## config.mk

```make
export PLATFORM = sky130hd
export DESIGN_NAME = srt_xfer
export DESIGN_NICKNAME = d
export VERILOG_FILES = /design/src/srt_pkg.sv /design/src/srt_xfer.sv /design/src/srt_cond.sv
export SDC_FILE = /design/constraint.sdc
export NUM_CORES = 1
export LEC_CHECK = 0
export BUFFER_PORTS_ARGS = -buffer_cell sky130_fd_sc_hd__buf_2
export CELL_PAD_IN_SITES_DETAIL_PLACEMENT = 1
export CELL_PAD_IN_SITES_GLOBAL_PLACEMENT = 1
export CORE_UTILIZATION = 49
export CTS_CLUSTER_SIZE = 20
export DETAILED_ROUTE_END_ITERATION = 12
export GPL_TIMING_DRIVEN = 0
export MAX_ROUTING_LAYER = met4
export PLACE_DENSITY = 0.84
export SYNTH_ARGS = -nofsm -noshare
export SYNTH_HDL_FRONTEND = slang
export SYNTH_SLANG_ARGS = --single-unit
```

## constraint.sdc

```tcl
create_clock -name pclk -period 4.23 [get_ports pclk]
set_clock_uncertainty 0.05 [all_clocks]
set_input_delay 0.423 -clock pclk [delete_from_list [all_inputs] [get_ports pclk]]
set_output_delay 0.423 -clock pclk [all_outputs]
set_load 0.05 [all_outputs]
```

## src/srt_pkg.sv

```systemverilog
// Shared constants for the status register transfer unit
package srt_pkg;

  // Register byte offsets on the bus
  localparam logic [7:0] SRT_OFF_INSTR   = 8'h00;
  localparam logic [7:0] SRT_OFF_OPERAND = 8'h04;
  localparam logic [7:0] SRT_OFF_CUR     = 8'h08;
  localparam logic [7:0] SRT_OFF_SAVED   = 8'h0c;
  localparam logic [7:0] SRT_OFF_RESULT  = 8'h10;
  localparam logic [7:0] SRT_OFF_STATUS  = 8'h14;

  // Reset values
  localparam logic [31:0] SRT_CUR_RST   = 32'h0000_00d3;
  localparam logic [31:0] SRT_ZERO_WORD = 32'h0000_0000;

  // Instruction fields
  localparam int SRT_COND_HI = 31;
  localparam int SRT_COND_LO = 28;
  localparam int SRT_PSEL    = 22;
  localparam int SRT_IMM_BIT = 25;
  localparam int SRT_RD_HI   = 15;
  localparam int SRT_RD_LO   = 12;
  localparam int SRT_ROT_HI  = 11;
  localparam int SRT_ROT_LO  = 8;
  localparam int SRT_IMM_HI  = 7;
  localparam int SRT_RM_HI   = 3;
  localparam int SRT_FLAG_LO = 28;
  localparam int SRT_CTRL_HI = 27;

  // Fixed-bit templates: mask selects the bits that must match
  localparam logic [31:0] SRT_RD_MASK   = 32'h0fbf_0fff;
  localparam logic [31:0] SRT_RD_MATCH  = 32'h010f_0000;
  localparam logic [31:0] SRT_WRF_MASK  = 32'h0fbf_fff0;
  localparam logic [31:0] SRT_WRF_MATCH = 32'h0129_f000;
  localparam logic [31:0] SRT_WRG_MASK  = 32'h0dbf_f000;
  localparam logic [31:0] SRT_WRG_MATCH = 32'h0128_f000;
  localparam logic [31:0] SRT_WRG_RMSK  = 32'h0000_0ff0;

  // Processor modes in the low five bits
  localparam logic [4:0] SRT_MODE_USR = 5'h10;
  localparam logic [4:0] SRT_MODE_FIQ = 5'h11;
  localparam logic [4:0] SRT_MODE_IRQ = 5'h12;
  localparam logic [4:0] SRT_MODE_SVC = 5'h13;
  localparam logic [4:0] SRT_MODE_ABT = 5'h17;
  localparam logic [4:0] SRT_MODE_UND = 5'h1b;
  localparam int         SRT_MODE_HI  = 4;

  // Saved status banks
  localparam int         SRT_NBANK    = 5;
  localparam logic [2:0] SRT_BANK_FIQ = 3'h0;
  localparam logic [2:0] SRT_BANK_IRQ = 3'h1;
  localparam logic [2:0] SRT_BANK_SVC = 3'h2;
  localparam logic [2:0] SRT_BANK_ABT = 3'h3;
  localparam logic [2:0] SRT_BANK_UND = 3'h4;

  // Status register bits
  localparam int SRT_ST_DONE   = 0;
  localparam int SRT_ST_SKIP   = 1;
  localparam int SRT_ST_UNDEF  = 2;
  localparam int SRT_ST_NOBANK = 3;

  // Condition codes
  localparam logic [3:0] SRT_C_EQ = 4'h0;
  localparam logic [3:0] SRT_C_NE = 4'h1;
  localparam logic [3:0] SRT_C_CS = 4'h2;
  localparam logic [3:0] SRT_C_CC = 4'h3;
  localparam logic [3:0] SRT_C_MI = 4'h4;
  localparam logic [3:0] SRT_C_PL = 4'h5;
  localparam logic [3:0] SRT_C_VS = 4'h6;
  localparam logic [3:0] SRT_C_VC = 4'h7;
  localparam logic [3:0] SRT_C_HI = 4'h8;
  localparam logic [3:0] SRT_C_LS = 4'h9;
  localparam logic [3:0] SRT_C_GE = 4'ha;
  localparam logic [3:0] SRT_C_LT = 4'hb;
  localparam logic [3:0] SRT_C_GT = 4'hc;
  localparam logic [3:0] SRT_C_LE = 4'hd;
  localparam logic [3:0] SRT_C_AL = 4'he;

  typedef enum logic [1:0] {
    SRT_IDLE = 2'b01,
    SRT_EXEC = 2'b10
  } srt_state_t;

endpackage

```

## src/srt_xfer.sv

```systemverilog
// Status register transfer execute unit with an APB register port
//
// The placing of the registers and the APB interface to the registers are this design's own decisions.
`timescale 1ns/1ps

module srt_xfer
  import srt_pkg::*;
(
  // Clock and reset
  input  wire logic        pclk,
  input  wire logic        presetn,
  // APB slave
  input  wire logic        psel,
  input  wire logic        penable,
  input  wire logic        pwrite,
  input  wire logic [7:0]  paddr,
  input  wire logic [31:0] pwdata,
  output logic [31:0]      prdata,
  output logic             pready,
  output logic             pslverr,
  // General register write-back
  output logic             gpr_wr_en,
  output logic [3:0]       gpr_wr_idx,
  output logic [31:0]      gpr_wr_data,
  // Current status word for the core
  output logic [31:0]      cur_status
);

  // Rotate right by twice the rotate field
  function automatic logic [31:0] srt_rot_imm(input logic [3:0]  rot,
                                              input logic [7:0]  imm);
    logic [63:0] dbl;
    logic [4:0]  amt;
    dbl = {24'h00_0000, imm, 24'h00_0000, imm};
    amt = {rot, 1'b0};
    srt_rot_imm = 32'(dbl >> amt);
  endfunction

  // Bank index for a mode; usr and sys have no saved word
  function automatic logic [3:0] srt_bank(input logic [4:0] mode);
    if (mode == SRT_MODE_FIQ) begin
      srt_bank = {1'b1, SRT_BANK_FIQ};
    end else if (mode == SRT_MODE_IRQ) begin
      srt_bank = {1'b1, SRT_BANK_IRQ};
    end else if (mode == SRT_MODE_SVC) begin
      srt_bank = {1'b1, SRT_BANK_SVC};
    end else if (mode == SRT_MODE_ABT) begin
      srt_bank = {1'b1, SRT_BANK_ABT};
    end else if (mode == SRT_MODE_UND) begin
      srt_bank = {1'b1, SRT_BANK_UND};
    end else begin
      srt_bank = 4'h0;
    end
  endfunction

  srt_state_t  state_r;
  logic [31:0] instr_r;
  logic [31:0] operand_r;
  logic [31:0] cur_r;
  logic [31:0] cur_nxt;
  logic [31:0] saved_r [SRT_NBANK];
  logic [31:0] result_r;
  logic [3:0]  status_r;
  logic [3:0]  status_nxt;

  // Bus decode
  logic access, wr_acc, rd_acc;
  assign access = psel && penable;
  assign wr_acc = access && pwrite;
  assign rd_acc = access && !pwrite;

  logic [3:0] bank_sel;
  logic       bank_ok;
  assign bank_sel = srt_bank(cur_r[SRT_MODE_HI:0]);
  assign bank_ok  = bank_sel[3];

  logic        privileged;
  logic [31:0] saved_cur;
  assign privileged = (cur_r[SRT_MODE_HI:0] != SRT_MODE_USR);
  assign saved_cur  = bank_ok ? saved_r[bank_sel[2:0]] : SRT_ZERO_WORD;

  // Decode of the pending instruction
  logic is_read, is_wr_full, is_wr_flag, cond_pass, psel_bit;
  assign is_read =
    ((instr_r & SRT_RD_MASK) == SRT_RD_MATCH);
  assign is_wr_full =
    ((instr_r & SRT_WRF_MASK) == SRT_WRF_MATCH);
  assign is_wr_flag =
    ((instr_r & SRT_WRG_MASK) == SRT_WRG_MATCH) &&
    (instr_r[SRT_IMM_BIT] || ((instr_r & SRT_WRG_RMSK) == SRT_ZERO_WORD));
  assign psel_bit = instr_r[SRT_PSEL];

  // Word named by the select bit: the mode's saved bank or the current
  logic [31:0] psr_word;
  assign psr_word = psel_bit ? saved_cur : cur_r;

  srt_cond u_cond (
    .cond (instr_r[SRT_COND_HI:SRT_COND_LO]),
    .nzcv (cur_r[SRT_COND_HI:SRT_COND_LO]),
    .pass (cond_pass)
  );

  // Source value of the flag-only form: register or rotated immediate
  logic [31:0] flag_src;
  assign flag_src = instr_r[SRT_IMM_BIT] ?
    srt_rot_imm(instr_r[SRT_ROT_HI:SRT_ROT_LO],
                instr_r[SRT_IMM_HI:0]) :
    operand_r;

  // New value for the selected status word
  logic [31:0] wr_base, wr_val;
  always_comb begin
    wr_base = psr_word;
    if (is_wr_flag) begin
      wr_val = {flag_src[SRT_COND_HI:SRT_FLAG_LO],
                wr_base[SRT_CTRL_HI:0]};
    end else begin
      wr_val = operand_r;
    end
  end

  logic do_exec;
  assign do_exec = (state_r == SRT_EXEC) && cond_pass;

  // Sequencer: an instruction write arms one execute cycle
  always_ff @(posedge pclk or negedge presetn) begin
    if (!presetn) begin
      state_r <= SRT_IDLE;
    end else begin
      case (state_r)
        SRT_IDLE: begin
          if (wr_acc && paddr == SRT_OFF_INSTR) begin
            state_r <= SRT_EXEC;
          end
        end
        SRT_EXEC: state_r <= SRT_IDLE;
        default:  state_r <= SRT_IDLE;
      endcase
    end
  end

  // Instruction and operand latches
  always_ff @(posedge pclk or negedge presetn) begin
    if (!presetn) begin
      instr_r   <= SRT_ZERO_WORD;
      operand_r <= SRT_ZERO_WORD;
    end else if (wr_acc) begin
      if (paddr == SRT_OFF_INSTR && state_r == SRT_IDLE) begin
        instr_r <= pwdata;
      end else if (paddr == SRT_OFF_OPERAND) begin
        operand_r <= pwdata;
      end
    end
  end

  // Current status word update
  always_comb begin
    cur_nxt = cur_r;
    if (do_exec && (is_wr_full || is_wr_flag) && !psel_bit) begin
      if (privileged) begin
        cur_nxt = wr_val;
      end else begin
        // Control bits stay put outside privileged modes
        cur_nxt = {wr_val[SRT_COND_HI:SRT_FLAG_LO],
                   cur_r[SRT_CTRL_HI:0]};
      end
    end else if (wr_acc && paddr == SRT_OFF_CUR) begin
      cur_nxt = pwdata;
    end
  end

  always_ff @(posedge pclk or negedge presetn) begin
    if (!presetn) begin
      cur_r <= SRT_CUR_RST;
    end else begin
      cur_r <= cur_nxt;
    end
  end

  // Banked saved words; user and system mode have none to write
  always_ff @(posedge pclk or negedge presetn) begin
    if (!presetn) begin
      for (int i = 0; i < SRT_NBANK; i++) begin
        saved_r[i] <= SRT_ZERO_WORD;
      end
    end else if (bank_ok) begin
      if (do_exec && (is_wr_full || is_wr_flag) && psel_bit) begin
        saved_r[bank_sel[2:0]] <= wr_val;
      end else if (wr_acc && paddr == SRT_OFF_SAVED) begin
        saved_r[bank_sel[2:0]] <= pwdata;
      end
    end
  end

  // Last read-form value, kept for software to read back
  always_ff @(posedge pclk or negedge presetn) begin
    if (!presetn) begin
      result_r <= SRT_ZERO_WORD;
    end else if (do_exec && is_read) begin
      result_r <= psr_word;
    end
  end

  // Write-back strobe: one cycle per executed read form
  always_ff @(posedge pclk or negedge presetn) begin
    if (!presetn) begin
      gpr_wr_en   <= 1'b0;
      gpr_wr_idx  <= 4'h0;
      gpr_wr_data <= SRT_ZERO_WORD;
    end else begin
      gpr_wr_en <= 1'b0;
      if (do_exec && is_read) begin
        gpr_wr_en   <= 1'b1;
        gpr_wr_idx  <= instr_r[SRT_RD_HI:SRT_RD_LO];
        gpr_wr_data <= psr_word;
      end
    end
  end

  // Outcome flags of the last instruction
  always_comb begin
    status_nxt = status_r;
    if (state_r == SRT_EXEC) begin
      status_nxt = 4'h0;
      status_nxt[SRT_ST_DONE]  = cond_pass;
      status_nxt[SRT_ST_SKIP]  = !cond_pass;
      status_nxt[SRT_ST_UNDEF] = !(is_read || is_wr_full || is_wr_flag);
      // A saved-word write without a bank does nothing; a read form gets zero
      status_nxt[SRT_ST_NOBANK] = psel_bit && !bank_ok;
    end
  end

  always_ff @(posedge pclk or negedge presetn) begin
    if (!presetn) begin
      status_r <= 4'h0;
    end else begin
      status_r <= status_nxt;
    end
  end

  assign cur_status = cur_r;

  // Read mux, looked up in the setup cycle so the answer needs no wait
  logic [31:0] rd_word;
  logic        rd_hit;
  always_comb begin
    rd_word = SRT_ZERO_WORD;
    rd_hit  = 1'b1;
    if (paddr == SRT_OFF_INSTR) begin
      rd_word = instr_r;
    end else if (paddr == SRT_OFF_OPERAND) begin
      rd_word = operand_r;
    end else if (paddr == SRT_OFF_CUR) begin
      rd_word = cur_nxt;
    end else if (paddr == SRT_OFF_SAVED) begin
      rd_word = saved_cur;
    end else if (paddr == SRT_OFF_RESULT) begin
      rd_word = result_r;
    end else if (paddr == SRT_OFF_STATUS) begin
      rd_word = {28'h000_0000, status_nxt};
    end else begin
      rd_hit = 1'b0;
    end
  end

  logic setup_ph;
  assign setup_ph = psel && !penable;

  // APB answer: zero wait states, error on unmapped address
  always_ff @(posedge pclk or negedge presetn) begin
    if (!presetn) begin
      pready <= 1'b0;
    end else begin
      pready <= setup_ph;
    end
  end

  always_ff @(posedge pclk or negedge presetn) begin
    if (!presetn) begin
      pslverr <= 1'b0;
    end else begin
      pslverr <= setup_ph && !rd_hit;
    end
  end

  // Unmapped reads answer zero
  always_ff @(posedge pclk or negedge presetn) begin
    if (!presetn) begin
      prdata <= SRT_ZERO_WORD;
    end else if (setup_ph) begin
      prdata <= rd_word;
    end
  end

endmodule

```

## src/srt_cond.sv

```systemverilog
// Condition field evaluator against the current flags
`timescale 1ns/1ps
module srt_cond
  import srt_pkg::*;
(
  // Condition and flags
  input  wire logic [3:0] cond,
  input  wire logic [3:0] nzcv,
  // Verdict
  output logic            pass
);

  logic n, z, c, v;
  assign n = nzcv[3];
  assign z = nzcv[2];
  assign c = nzcv[1];
  assign v = nzcv[0];

  always_comb begin
    case (cond)
      SRT_C_EQ: pass = z;
      SRT_C_NE: pass = !z;
      SRT_C_CS: pass = c;
      SRT_C_CC: pass = !c;
      SRT_C_MI: pass = n;
      SRT_C_PL: pass = !n;
      SRT_C_VS: pass = v;
      SRT_C_VC: pass = !v;
      SRT_C_HI: pass = c && !z;
      SRT_C_LS: pass = !c || z;
      SRT_C_GE: pass = (n == v);
      SRT_C_LT: pass = (n != v);
      SRT_C_GT: pass = !z && (n == v);
      SRT_C_LE: pass = z || (n != v);
      SRT_C_AL: pass = 1'b1;
      // Never code: treated as false
      default:  pass = 1'b0;
    endcase
  end

endmodule

```

### Word-level counts from Yosys, hierarchy flattened

Cells that the tools add are included.

* RAM bits: 0
* word-level logic and storage cells: 133
* bits in read-only memories: 0
* memories: 0
* latch bits: 0
* flip-flop bits (word level): 333

* shifts and indexed selects: 1
* multipliers: 0
* order comparisons: 2
* divide/modulo/power cells: 0
* equal/unequal tests: 33
* add/subtract/negate cells: 0
* muxes and demuxes: 38
* bitwise operators: 2
* reduce and logical (&&, ||, !) cells: 41

Operators by type and width (number)
* 2-to-1 mux 32 bit: 14
* bitwise mux 160 bit: 2
* 2-to-1 mux 160 bit: 2
* binary-select mux 32 bit (select 3 bit): 1
* demux 32 bit (select 3 bit): 1
* equality test 23 x 20 -> 1 bit, second input constant: 2
* right shift 40 x 5 -> 32 bit: 1
* logical NOT 32 bit: 1
* equality test 4 bit, second input constant: 7
* 2-to-1 mux 28 bit: 1
* 2-to-1 mux 4 bit: 7
* equality test 5 bit, second input constant: 5
* logical AND 1 bit: 18
* equality test 4 x 3 -> 1 bit, second input constant: 4
* equality test 8 x 4 -> 1 bit, second input constant: 2
* equality test 8 x 5 -> 1 bit, second input constant: 2
* case mux 1 bit (15 select lines): 1
* equality test 14 x 12 -> 1 bit, second input constant: 1
* logical NOT 1 bit: 10
* equality test 4 x 2 -> 1 bit, second input constant: 2
* equality test 8 x 3 -> 1 bit, second input constant: 1
* logical NOT 8 bit: 1
* 2-to-1 mux 1 bit: 7
* logical OR 1 bit: 6
* 16 further kinds: 18

### Logic depth before layout (Yosys ltp)

Gate-level depths: netlist of run 1.

* depth in word-level cells: 18
* mapped depth: 11
* depth with buffers taken out: 7

### Hierarchy

Synthesis of run 1 repeated with hierarchy kept, for this count alone.

* cell total of the unflattened synthesis: 1679
* area, all modules: 16963.8 µm²

By module, submodules not included
* srt_xfer: cells an instance 1651, area each 16769.8 µm², times used 1
* srt_cond: cells an instance 28, area each 193.9 µm², times used 1

### Least setup slack after synthesis of run 1

OpenSTA, ideal clock, no wires.

* kind: reg2reg
* start: register cur_r[1], in the netlist cur_status[1]
* end: register saved_r[123] (netlist name)
* slack: 1.185 ns
* clock period less this slack: 3.045 ns
* arrival time: 2.870 ns
* path buffers: 3
* stages on the path, launching flop included: 11
* setup time: 0.125 ns
* path through: dfstp_2 -> clkbuf_1 -> nand4b_1 -> or2_1 -> clkbuf_1 -> buf_2 -> o221ai_1 -> o32ai_1 -> mux2_4 -> mux2_4 -> mux2_4

* word-level cells in the longest chain between the ends: 15
* elaborated cells between the ends (all ways): 27

RTL lines
* start: declaration: RTL line srt_xfer.sv:59 `logic [31:0] cur_r;`
* start signal: assignment: RTL line srt_xfer.sv:176 `cur_r <= cur_nxt;`
* equality test 5 bit: RTL line srt_xfer.sv:49 `end else if (mode == SRT_MODE_UND) begin`
* 2-to-1 mux 4 bit: RTL line srt_xfer.sv:49
* 2-to-1 mux 4 bit: RTL line srt_xfer.sv:47 `end else if (mode == SRT_MODE_ABT) begin`
* 2-to-1 mux 4 bit: RTL line srt_xfer.sv:45 `end else if (mode == SRT_MODE_SVC) begin`
* 2-to-1 mux 4 bit: RTL line srt_xfer.sv:43 `end else if (mode == SRT_MODE_IRQ) begin`
* 2-to-1 mux 4 bit *: RTL line srt_xfer.sv:41 `if (mode == SRT_MODE_FIQ) begin`
* NOT 3 -> 4 bit (not written as such): RTL line srt_xfer.sv:80, srt_xfer.sv:188, srt_xfer.sv:190
* binary-select mux 32 bit (select 3 bit): RTL line srt_xfer.sv:80 `assign saved_cur = bank_ok ? saved_r[bank_sel[2:0]] : SRT_ZERO_WORD;`
* 2-to-1 mux 32 bit (not written as such) (2 in a row): RTL line srt_xfer.sv:80
* 2-to-1 mux 32 bit: RTL line srt_xfer.sv:80
* 2-to-1 mux 32 bit: RTL line srt_xfer.sv:95 `assign psr_word = psel_bit ? saved_cur : cur_r;`
* 2-to-1 mux 32 bit: RTL line srt_xfer.sv:114 `if (is_wr_flag) begin`
* bitwise mux 160 bit: RTL line srt_xfer.sv:188 `saved_r[bank_sel[2:0]] <= wr_val;`
* 2-to-1 mux 160 bit: RTL line srt_xfer.sv:187 `if (do_exec && (is_wr_full || is_wr_flag) && psel_bit) begin`
* end signal: indexed assignment: RTL line srt_xfer.sv:188
* end signal: indexed assignment: RTL line srt_xfer.sv:190 `saved_r[bank_sel[2:0]] <= pwdata;`
* end: declaration: RTL line srt_xfer.sv:61 `logic [31:0] saved_r [SRT_NBANK];`

Mark *: on every way between the ends. The rest lies on a longest branch, timed or not. The select of a mux whose other input is x is not followed.
A chain may end at the register's enable or synchronous reset.

### Worst setup path in the final report of run 1

* start: register instr_r[20]
* end: register cur_r[22], in the netlist cur_status[22]

* word-level cells in the longest chain between the ends: 6
* elaborated cells between the ends (all ways): 9

RTL lines
* start: declaration: RTL line srt_xfer.sv:57 `logic [31:0] instr_r;`
* start signal: assignment: RTL line srt_xfer.sv:149 `instr_r <= pwdata;`
* equality test 14 x 12 -> 1 bit: RTL line srt_xfer.sv:89 `((instr_r & SRT_WRG_MASK) == SRT_WRG_MATCH) &&`
* logical AND 1 bit: RTL line srt_xfer.sv:89
* logical OR 1 bit: RTL line srt_xfer.sv:159 `if (do_exec && (is_wr_full || is_wr_flag) && !psel_bit) begin`
* logical AND 1 bit (2 in a row): RTL line srt_xfer.sv:159
* 2-to-1 mux 32 bit *: RTL line srt_xfer.sv:159
* named net cur_nxt[22]: RTL line srt_xfer.sv:60 `logic [31:0] cur_nxt;`

The timed path passes the listed nets; every way through them passes the cells marked *.

==> impl_metrics.prom, run 1 <==
# TYPE chip_impl_metric gauge
chip_impl_info{name="cts_tree",value="yes"} 1
chip_impl_metric{name="vias",unit=""} 15100
chip_impl_metric{name="total_leakage_power",unit="nW"} 9.34
chip_impl_metric{name="place_worst_setup_slack",unit="ps"} 216
chip_impl_metric{name="boundaryPins",unit=""} 148
chip_impl_metric{name="grt_max_degree",unit=""} 123
chip_impl_metric{name="finish.instance_area",unit="µm²"} 19600
chip_impl_metric{name="routed_wire_length_per_instance",unit="µm"} 30.5
chip_impl_metric{name="area.growth.synth_to_final",unit="%"} 15.2
chip_impl_metric{name="drt-vias-per-instance",unit=""} 6.77
chip_impl_metric{name="grt-ovfl-total",unit=""} 0
chip_impl_metric{name="synthDistinctLibCells",unit=""} 75
chip_impl_metric{name="finish.net_count",unit=""} 1807
chip_impl_metric{name="fp.coreArea",unit="µm²"} 33900
chip_impl_metric{name="worst_slack",unit="ps"} 106
chip_impl_metric{name="max_slew_margin",unit=""} 0.302
chip_impl_metric{name="post_synthesis_cell_count",unit=""} 1575
chip_impl_metric{name="ys_seq_elements",unit=""} 333
chip_impl_metric{name="pwr_density_cell",unit="nW/µm²"} 367
chip_impl_info{name="rsz0062_at_grt",value="no"} 1
chip_impl_metric{name="post-cts-setup-buffer-count",unit=""} 0
chip_impl_metric{name="wire_length_of_the_first_global_routing_pass",unit="µm"} 102000
chip_impl_metric{name="max_freq",unit="MHz"} 242
chip_impl_metric{name="asyncSetResetFlopFracSynth",unit=""} 1.00
chip_impl_metric{name="synth_enable_flop_cells",unit=""} 0
chip_impl_metric{name="syn-mean-instance-area",unit="µm²"} 10.8
chip_impl_info{name="run_status",value="finished, final reports clean"} 1
chip_impl_info{name="min_delay_worst_type",value="in -> reg"} 1
chip_impl_metric{name="fillers",unit=""} 3676
chip_impl_metric{name="gr-usage-all-layers",unit=""} 0.397
chip_impl_metric{name="place_area",unit="µm²"} 18400
chip_impl_metric{name="numCtsBuffers",unit=""} 38
chip_impl_metric{name="yosysSeqAreaShare",unit=""} 0.490
chip_impl_metric{name="cp.required",unit="ps"} 4630
chip_impl_metric{name="synth_largest_type_area_fraction",unit=""} 0.481
chip_impl_metric{name="cts-htree-levels",unit=""} 2
chip_impl_metric{name="mappedNetlistArea",unit="µm²"} 17000
chip_impl_metric{name="placed_cells",unit=""} 2170
chip_impl_info{name="ys_dominant_reg_cell",value="sky130_fd_sc_hd__dfrtp_1"} 1
chip_impl_metric{name="tightest_slew",unit="ps"} 1050
chip_impl_metric{name="critPathArrivalTime",unit="ps"} 4520
chip_impl_metric{name="grt_pass1_vias",unit=""} 15900
chip_impl_info{name="cp_cell_sequence",value="nor4bb_1 > nand4_1 > a21oi_2 > and3_1 > and2_1 > clkbuf_1 > clkbuf_1 > nor3_1 > nor2_1"} 1
chip_impl_metric{name="worst_slack_on_hold_paths",unit="ps"} 102
chip_impl_metric{name="drt_first_iter_violations",unit=""} 1425
chip_impl_metric{name="setup-violations-final",unit=""} 0
chip_impl_metric{name="detail_route.drc_violations",unit=""} 0
chip_impl_info{name="crit_slowest_cell",value="sky130_fd_sc_hd__clkbuf_1"} 1
chip_impl_metric{name="post_layout_nonfiller_instances",unit=""} 2237
chip_impl_metric{name="place_hpwl",unit="µm"} 49000
chip_impl_metric{name="io_buffer_count",unit=""} 145
chip_impl_info{name="cp-start-kind",value="register"} 1
chip_impl_metric{name="wirelength",unit="µm"} 68300
chip_impl_metric{name="clock_sink_count",unit=""} 333
chip_impl_metric{name="antenna_found_initial",unit=""} 1
chip_impl_metric{name="final.min_clock_period",unit="ps"} 4120
chip_impl_metric{name="cts.path.max_buffers",unit=""} 3
chip_impl_metric{name="ir_worst_vdd",unit="µV"} 305
chip_impl_metric{name="fin_crit_sh",unit=""} 0.975
chip_impl_info{name="top_library_cells_by_usage_in_the_layout_fill_and_taps_aside",value="sky130_fd_sc_hd__dfrtp_1 (327), sky130_fd_sc_hd__mux2_2 (258), sky130_fd_sc_hd__buf_2 (179), sky130_fd_sc_hd__nand2_1 (147), sky130_fd_sc_hd__nor2_1 (113)"} 1
chip_impl_metric{name="critical-path-max-stage-delay",unit="ps"} 670
chip_impl_metric{name="synth.net_count",unit=""} 1620
chip_impl_metric{name="chipHeight",unit="µm"} 188
chip_impl_info{name="synth.largest_area_cell",value="sky130_fd_sc_hd__dfrtp_1"} 1
chip_impl_metric{name="max_capacitance_violation_count",unit=""} 0
chip_impl_metric{name="final_antenna_net_count",unit=""} 0
chip_impl_metric{name="dr.pass1.iters",unit=""} 6
chip_impl_metric{name="clk_pin_slew_worst_paths",unit="ps"} 60
chip_impl_metric{name="worstPathMaxFanout",unit=""} 10
chip_impl_info{name="ctsRootBufferMaster",value="sky130_fd_sc_hd__clkbuf_16"} 1
chip_impl_metric{name="drive_above_1_share",unit=""} 0.301
chip_impl_info{name="timing.setup.critical_path_class",value="reg -> reg"} 1
chip_impl_metric{name="ys_warnings",unit=""} 0
chip_impl_metric{name="report.final.slew_viol_count",unit=""} 0
chip_impl_metric{name="die_width",unit="µm"} 188
chip_impl_info{name="final_common_cell",value="sky130_fd_sc_hd__dfrtp_1"} 1
chip_impl_info{name="cpMostUsedCell",value="sky130_fd_sc_hd__clkbuf_1"} 1
chip_impl_metric{name="total_number_of_placement_rows",unit=""} 67
chip_impl_metric{name="initial_core_util",unit=""} 0.502
chip_impl_metric{name="die_footprint",unit="µm²"} 35500
chip_impl_metric{name="clkLatencyLatePin",unit="ps"} 540
chip_impl_info{name="capturing_element_type_of_the_critical_path",value="register"} 1
chip_impl_metric{name="routabilityCongestion",unit=""} 1.01
chip_impl_metric{name="hold_viol",unit=""} 0
chip_impl_info{name="synth_top_cells_by_area",value="sky130_fd_sc_hd__dfrtp_1 (48%), sky130_fd_sc_hd__mux2_2 (17%), sky130_fd_sc_hd__nand2_1 (3.2%)"} 1
[stage by stage]
step | total power, mW | utilization | setup TNS (ps)
3_3_place_gp | 3.93 | 0.540 | -1195220
6_report | 7.18 | 0.578 | 0
3_5_place_dp | 3.95 | 0.542 | 0
4_1_cts | 7.18 | 0.578 | 0
5_1_grt | 7.34 | 0.578 | 0
2_1_floorplan | 3.67 | - | 0
[synth_stat cells, types with 8 or more instances]
library cell / instances
sky130_fd_sc_hd__a21oi_1: 67
sky130_fd_sc_hd__a221oi_1: 24
sky130_fd_sc_hd__a31oi_1: 14
sky130_fd_sc_hd__a32oi_1: 11
sky130_fd_sc_hd__and2_1: 11
sky130_fd_sc_hd__buf_1: 10
sky130_fd_sc_hd__buf_2: 35
sky130_fd_sc_hd__clkbuf_1: 73
sky130_fd_sc_hd__dfrtp_1: 327
sky130_fd_sc_hd__inv_1: 25
sky130_fd_sc_hd__mux2_2: 258
sky130_fd_sc_hd__mux2i_1: 32
sky130_fd_sc_hd__nand2_1: 147
sky130_fd_sc_hd__nand2b_1: 15
sky130_fd_sc_hd__nand3_1: 10
sky130_fd_sc_hd__nand4_1: 9
sky130_fd_sc_hd__nor2_1: 113
sky130_fd_sc_hd__nor2b_1: 13
sky130_fd_sc_hd__nor3_1: 49
sky130_fd_sc_hd__nor3b_1: 14
sky130_fd_sc_hd__o21ai_0: 56
sky130_fd_sc_hd__o21bai_1: 10
sky130_fd_sc_hd__o221a_2: 13
sky130_fd_sc_hd__o221ai_1: 36
sky130_fd_sc_hd__o22ai_1: 41
sky130_fd_sc_hd__o31ai_1: 8
sky130_fd_sc_hd__o32a_1: 10
sky130_fd_sc_hd__o32ai_1: 15
[sequential cells by signal, summed over array words and instances (netlist names)]
| signal | cells |
|---|---|
| operand_r | 32 |
| pslverr | 1 |
| gpr_wr_en | 1 |
| pready | 1 |
| status_r | 4 |
| saved_r | 160 |
| cur_status | 32 |
| gpr_wr_idx | 4 |
| state_r | 2 |
| prdata | 32 |
| instr_r | 32 |
| gpr_wr_data | 32 |
[timing repair]
| action | in CTS | in global routing |
|---|---|---|
| hold buffers | 1 | 0 |
| gates resized for setup | 0 | 4 |
| hold endpoints to repair | 90 | 0 |
| setup endpoints to repair | 0 | 20 |
[final cells by class]
class	instances	area, µm²	area share
inverters	26	97.6	0.00498
repair buffers	148	801	0.0409
flip-flops and latches	333	8340	0.426
diodes	1	2.50	0.000128
clock buffers	57	1110	0.0568
plain buffers	120	518	0.0264
clock inverters	9	88.8	0.00454
well taps	448	561	0.0286
multi-input cells	1095	8070	0.412
[cells by family (layout without fill, tap and decap cells)]
| kind of cell | Yosys count | after routing | synth area share |
|---|---|---|---|
| AND/OR/NAND/NOR | 430 | 430 | 0.121 |
| AO/OA/AOI/OAI | 358 | 358 | 0.150 |
| multiplexers | 304 | 304 | 0.200 |
| flip-flops | 333 | 333 | 0.490 |
| XOR/XNOR | 2 | 2 | 0.00103 |
| adder cells (fa/ha/maj) | 1 | 1 | 0.000589 |
| buffers and inverters | 147 | 360 | 0.0363 |
| other | 0 | 1 | 0 |
[critical path, delay by kind of cell, from the launching register on]
family          cells  cell delay [ps]
flops               1              400
simple gates        6             1790
compound gates      1              560
buf+inv             2             1230
[power by group]
| part | switching [mW] | internal (mW) | leakage [nW] | total, mW |
|---|---|---|---|---|
| Combinational | 0.470 | 0.155 | 4.20 | 0.624 |
| Clock | 1.39 | 1.88 | 0.594 | 3.27 |
| Sequential | 0.0499 | 3.24 | 4.55 | 3.29 |
| Total | 1.91 | 5.27 | 9.34 | 7.18 |
[routing by layer]
layer	GRT usage	wire length, µm
met1	0.506	27300
met2	0.596	30700
met3	0.0883	6310
met4	0.201	4040
met5	-	0
[final timing paths]
| check | to | cells after the start | from | slack, ps |
|---|---|---|---|---|
| setup / recovery | cur_status[22] | 9 | instr_r[20] | 110 |
| hold / removal | instr_r[20] | 3 | pwdata[20] | 100 |
| setup reg to reg | cur_status[22] | 9 | instr_r[20] | 110 |
| hold reg to reg | saved_r[132] | 1 | saved_r[132] | 450 |
| max in group asynchronous | prdata[23] | 3 | presetn | 2570 |
| min in group asynchronous | saved_r[51] | 2 | presetn | 470 |
No activity file was read; power rests on OpenSTA's default activity.
==> run 2: changes to the inputs <==
Settings changed: ABC_AREA set to 1, CORE_UTILIZATION 49 to 48, PLACE_DENSITY 0.84 to unset, PLACE_DENSITY_LB_ADDON set to 0.1.
==> impl_metrics.prom, run 2 <==
# TYPE chip_impl_metric gauge
chip_impl_metric{name="routed_wire_length_per_instance",unit="µm"} 23.6
chip_impl_metric{name="vias",unit=""} 18000
chip_impl_metric{name="die_footprint",unit="µm²"} 37200
chip_impl_metric{name="total_number_of_placement_rows",unit=""} 69
chip_impl_metric{name="io_buffer_count",unit=""} 147
chip_impl_metric{name="place_worst_setup_slack",unit="ps"} 1010
chip_impl_info{name="r2r-end",value="prdata[18]"} 1
chip_impl_metric{name="wire_length_of_the_first_global_routing_pass",unit="µm"} 107000
chip_impl_metric{name="synth_enable_flop_cells",unit=""} 0
chip_impl_metric{name="die_width",unit="µm"} 193
chip_impl_info{name="violations",value="DRC"} 1
chip_impl_metric{name="largest_register_ff_count",unit=""} 160
chip_impl_metric{name="clock_sink_count",unit=""} 333
chip_impl_metric{name="cts_resized",unit=""} 0
chip_impl_metric{name="worstPathMaxFanout",unit=""} 10
chip_impl_metric{name="synth_largest_type_area_fraction",unit=""} 0.468
chip_impl_info{name="capturing_element_type_of_the_critical_path",value="register"} 1
chip_impl_metric{name="drt-vias-per-instance",unit=""} 5.96
chip_impl_metric{name="place_area",unit="µm²"} 18900
chip_impl_metric{name="setup-violations-final",unit=""} 0
chip_impl_info{name="synth_top_cells_by_area",value="sky130_fd_sc_hd__dfrtp_1 (47%), sky130_fd_sc_hd__nand2_1 (16%), sky130_fd_sc_hd__nand3_1 (6.0%)"} 1
chip_impl_info{name="cts_tree",value="yes"} 1
chip_impl_metric{name="hold_depth",unit=""} 2
chip_impl_metric{name="yosysSeqAreaShare",unit=""} 0.477
chip_impl_metric{name="max_slew_margin",unit=""} 0.396
chip_impl_metric{name="wirelength",unit="µm"} 71400
chip_impl_info{name="largest_register",value="saved_r"} 1
chip_impl_metric{name="grt-ovfl-total",unit=""} 0
chip_impl_metric{name="finish.instance_area",unit="µm²"} 20200
chip_impl_metric{name="tightest_slew",unit="ps"} 900
chip_impl_metric{name="fp.coreArea",unit="µm²"} 35700
chip_impl_metric{name="boundaryPins",unit=""} 148
chip_impl_metric{name="place_hpwl",unit="µm"} 55100
chip_impl_info{name="startpoint",value="cur_status[4]"} 1
chip_impl_info{name="timing.setup.critical_path_class",value="reg -> reg"} 1
chip_impl_metric{name="routabilityCongestion",unit=""} 1.03
chip_impl_metric{name="post_synthesis_cell_count",unit=""} 2344
chip_impl_metric{name="report.final.slew_viol_count",unit=""} 0
chip_impl_metric{name="fin_crit_sh",unit=""} 0.791
chip_impl_metric{name="synth.net_count",unit=""} 2389
chip_impl_metric{name="numCtsBuffers",unit=""} 40
chip_impl_metric{name="ys_warnings",unit=""} 0
chip_impl_metric{name="setup.reg_to_reg.worst_slack",unit="ps"} 880
chip_impl_info{name="final_common_cell",value="sky130_fd_sc_hd__nand2_1"} 1
chip_impl_metric{name="ys_seq_elements",unit=""} 333
chip_impl_metric{name="grt_max_degree",unit=""} 98
chip_impl_info{name="post_synth_most_frequent_cells",value="sky130_fd_sc_hd__nand2_1 (745), sky130_fd_sc_hd__dfrtp_1 (327), sky130_fd_sc_hd__nand3_1 (209), sky130_fd_sc_hd__nor2_1 (180), sky130_fd_sc_hd__o21ai_1 (177)"} 1
chip_impl_info{name="ys_dominant_reg_cell",value="sky130_fd_sc_hd__dfrtp_1"} 1
chip_impl_metric{name="mappedNetlistArea",unit="µm²"} 17500
chip_impl_metric{name="cts-htree-levels",unit=""} 2
chip_impl_metric{name="gr-usage-all-layers",unit=""} 0.401
chip_impl_info{name="crit_end",value="prdata[18]"} 1
chip_impl_info{name="cp-start-kind",value="register"} 1
chip_impl_metric{name="grt_pass1_vias",unit=""} 18200
chip_impl_info{name="synth.most_common_cell",value="sky130_fd_sc_hd__nand2_1"} 1
chip_impl_info{name="reg2reg_from",value="cur_status[4]"} 1
chip_impl_info{name="synth.largest_area_cell",value="sky130_fd_sc_hd__dfrtp_1"} 1
chip_impl_metric{name="ir_worst_vdd",unit="µV"} 376
chip_impl_metric{name="detail_route.drc_violations",unit=""} 22
chip_impl_metric{name="final.min_clock_period",unit="ps"} 3350
chip_impl_info{name="ctsRootBufferMaster",value="sky130_fd_sc_hd__clkbuf_16"} 1
chip_impl_metric{name="max_capacitance_violation_count",unit=""} 0
chip_impl_metric{name="dr.pass1.iters",unit=""} 10
chip_impl_metric{name="drive_above_1_share",unit=""} 0.145
chip_impl_metric{name="cp.required",unit="ps"} 4630
chip_impl_metric{name="worst_slack_on_hold_paths",unit="ps"} 93.2
chip_impl_metric{name="worst_slack",unit="ps"} 884
chip_impl_metric{name="cts.path.max_buffers",unit=""} 3
chip_impl_metric{name="antenna_found_initial",unit=""} 0
chip_impl_metric{name="initial_core_util",unit=""} 0.490
chip_impl_metric{name="clkLatencyLatePin",unit="ps"} 570
chip_impl_metric{name="max_freq",unit="MHz"} 299
chip_impl_metric{name="clk_pin_slew_worst_paths",unit="ps"} 60
chip_impl_metric{name="post-route-util",unit=""} 0.566
chip_impl_metric{name="chipHeight",unit="µm"} 193
chip_impl_metric{name="asyncSetResetFlopFracSynth",unit=""} 1.00
chip_impl_info{name="min_delay_worst_type",value="in -> reg"} 1
chip_impl_metric{name="r2r_cells",unit=""} 17
chip_impl_metric{name="syn-mean-instance-area",unit="µm²"} 7.45
chip_impl_metric{name="final_antenna_net_count",unit=""} 0
chip_impl_metric{name="finish.net_count",unit=""} 2582
chip_impl_metric{name="antennaDiodeCount",unit=""} 0
chip_impl_metric{name="critPathArrivalTime",unit="ps"} 3740
chip_impl_info{name="rsz0062_at_grt",value="no"} 1
chip_impl_metric{name="pwr_density_cell",unit="nW/µm²"} 351
chip_impl_metric{name="synthDistinctLibCells",unit=""} 48
chip_impl_info{name="top_library_cells_by_usage_in_the_layout_fill_and_taps_aside",value="sky130_fd_sc_hd__nand2_1 (745), sky130_fd_sc_hd__dfrtp_1 (327), sky130_fd_sc_hd__nand3_1 (209), sky130_fd_sc_hd__buf_2 (187), sky130_fd_sc_hd__nor2_1 (180)"} 1
chip_impl_metric{name="hold_viol",unit=""} 0
chip_impl_metric{name="placed_cells",unit=""} 2955
chip_impl_metric{name="post_layout_nonfiller_instances",unit=""} 3028
chip_impl_metric{name="area.growth.synth_to_final",unit="%"} 15.6
chip_impl_metric{name="drt_first_iter_violations",unit=""} 1656
chip_impl_metric{name="total_leakage_power",unit="nW"} 9.84
chip_impl_info{name="run_status",value="finished with violations"} 1
-- run 2: cell count changes in the layout (fill, tap and decap cells not counted), sizes merged, moves of 40 or more --
cell / delta
nand4: +47
nand2: +612
o21ai: +267
nor3: -40
inv: +150
nand3: +202
nor2: +87
mux2: -271
-- run 2: worst min-delay path by stage --
stage | from | endpoint | slack (ps)
2_1_floorplan | presetn | cur_status[10] | 80
3_3_place_gp | prdata[1] | prdata[1] | 410
3_5_place_dp | presetn | saved_r[125] | 380
4_1_cts | penable | pready | 70
5_1_grt | penable | pready | 110
6_report | penable | pready | 90
-- run 2: worst max-delay path, stage by stage, from the launching register on --
cell	delay [ps]
sky130_fd_sc_hd__dfstp_2	550
sky130_fd_sc_hd__buf_2	210
sky130_fd_sc_hd__nand3_1	170
sky130_fd_sc_hd__nor2_1	470
sky130_fd_sc_hd__buf_2	430
sky130_fd_sc_hd__nand2_1	120
sky130_fd_sc_hd__o21ai_0	110
sky130_fd_sc_hd__nor2_1	110
sky130_fd_sc_hd__nand3_1	120
sky130_fd_sc_hd__nand2_1	90
sky130_fd_sc_hd__nand3_1	130
sky130_fd_sc_hd__nand3_1	80
sky130_fd_sc_hd__nand2_1	100
sky130_fd_sc_hd__nand2_1	70
sky130_fd_sc_hd__nand2_1	60
sky130_fd_sc_hd__nand4_1	130
sky130_fd_sc_hd__nand2_1	140
sky130_fd_sc_hd__nand2_1	50
-- run 2: logic make-up after synthesis --
kind of cell	count (synthesis)	synth area share
mux	1	0.000645
simple gates	1269	0.315
flops	333	0.477
buf+inv	304	0.0742
compound gates	437	0.133
-- run 2: power by group --
group | total, mW | switching (mW) | internal, mW
sequential | 3.23 | 0.0275 | 3.21
clock | 3.51 | 1.43 | 2.08
combinational | 0.337 | 0.264 | 0.0728
total | 7.08 | 1.72 | 5.36
-- run 2: per-layer routing --
| metal | global-route usage | share of wire | up-vias |
|---|---|---|---|
| li1 | - | - | 8040 |
| met1 | 0.526 | 0.43 | 9118 |
| met2 | 0.635 | 0.47 | 721 |
| met3 | 0.0464 | 0.062 | 161 |
| met4 | 0.159 | 0.037 | 0 |
| met5 | - | 0 | - |
-- run 2: area by class of cell --
type	count	area, µm²
Fill cell	4624	15500
Sequential cell	333	8340
Multi-Input combinational cell	1707	7830
Clock buffer	63	1210
Timing Repair Buffer	151	838
Inverter	178	671
Buffer	126	626
Tap cell	461	577
Clock inverter	9	103
-- run 2: repair_timing --
item	CTS	global route
buffers inserted	0	0
hold buffers	1	0
endpoints found under the hold margin	68	0
-- run 2: stage by stage --
stage / power [mW] / TNS (ps)
2_1_floorplan: 3.43 / 0
3_3_place_gp: 3.61 / -1240440
3_5_place_dp: 3.62 / 0
4_1_cts: 7.10 / 0
5_1_grt: 7.23 / 0
6_report: 7.08 / 0
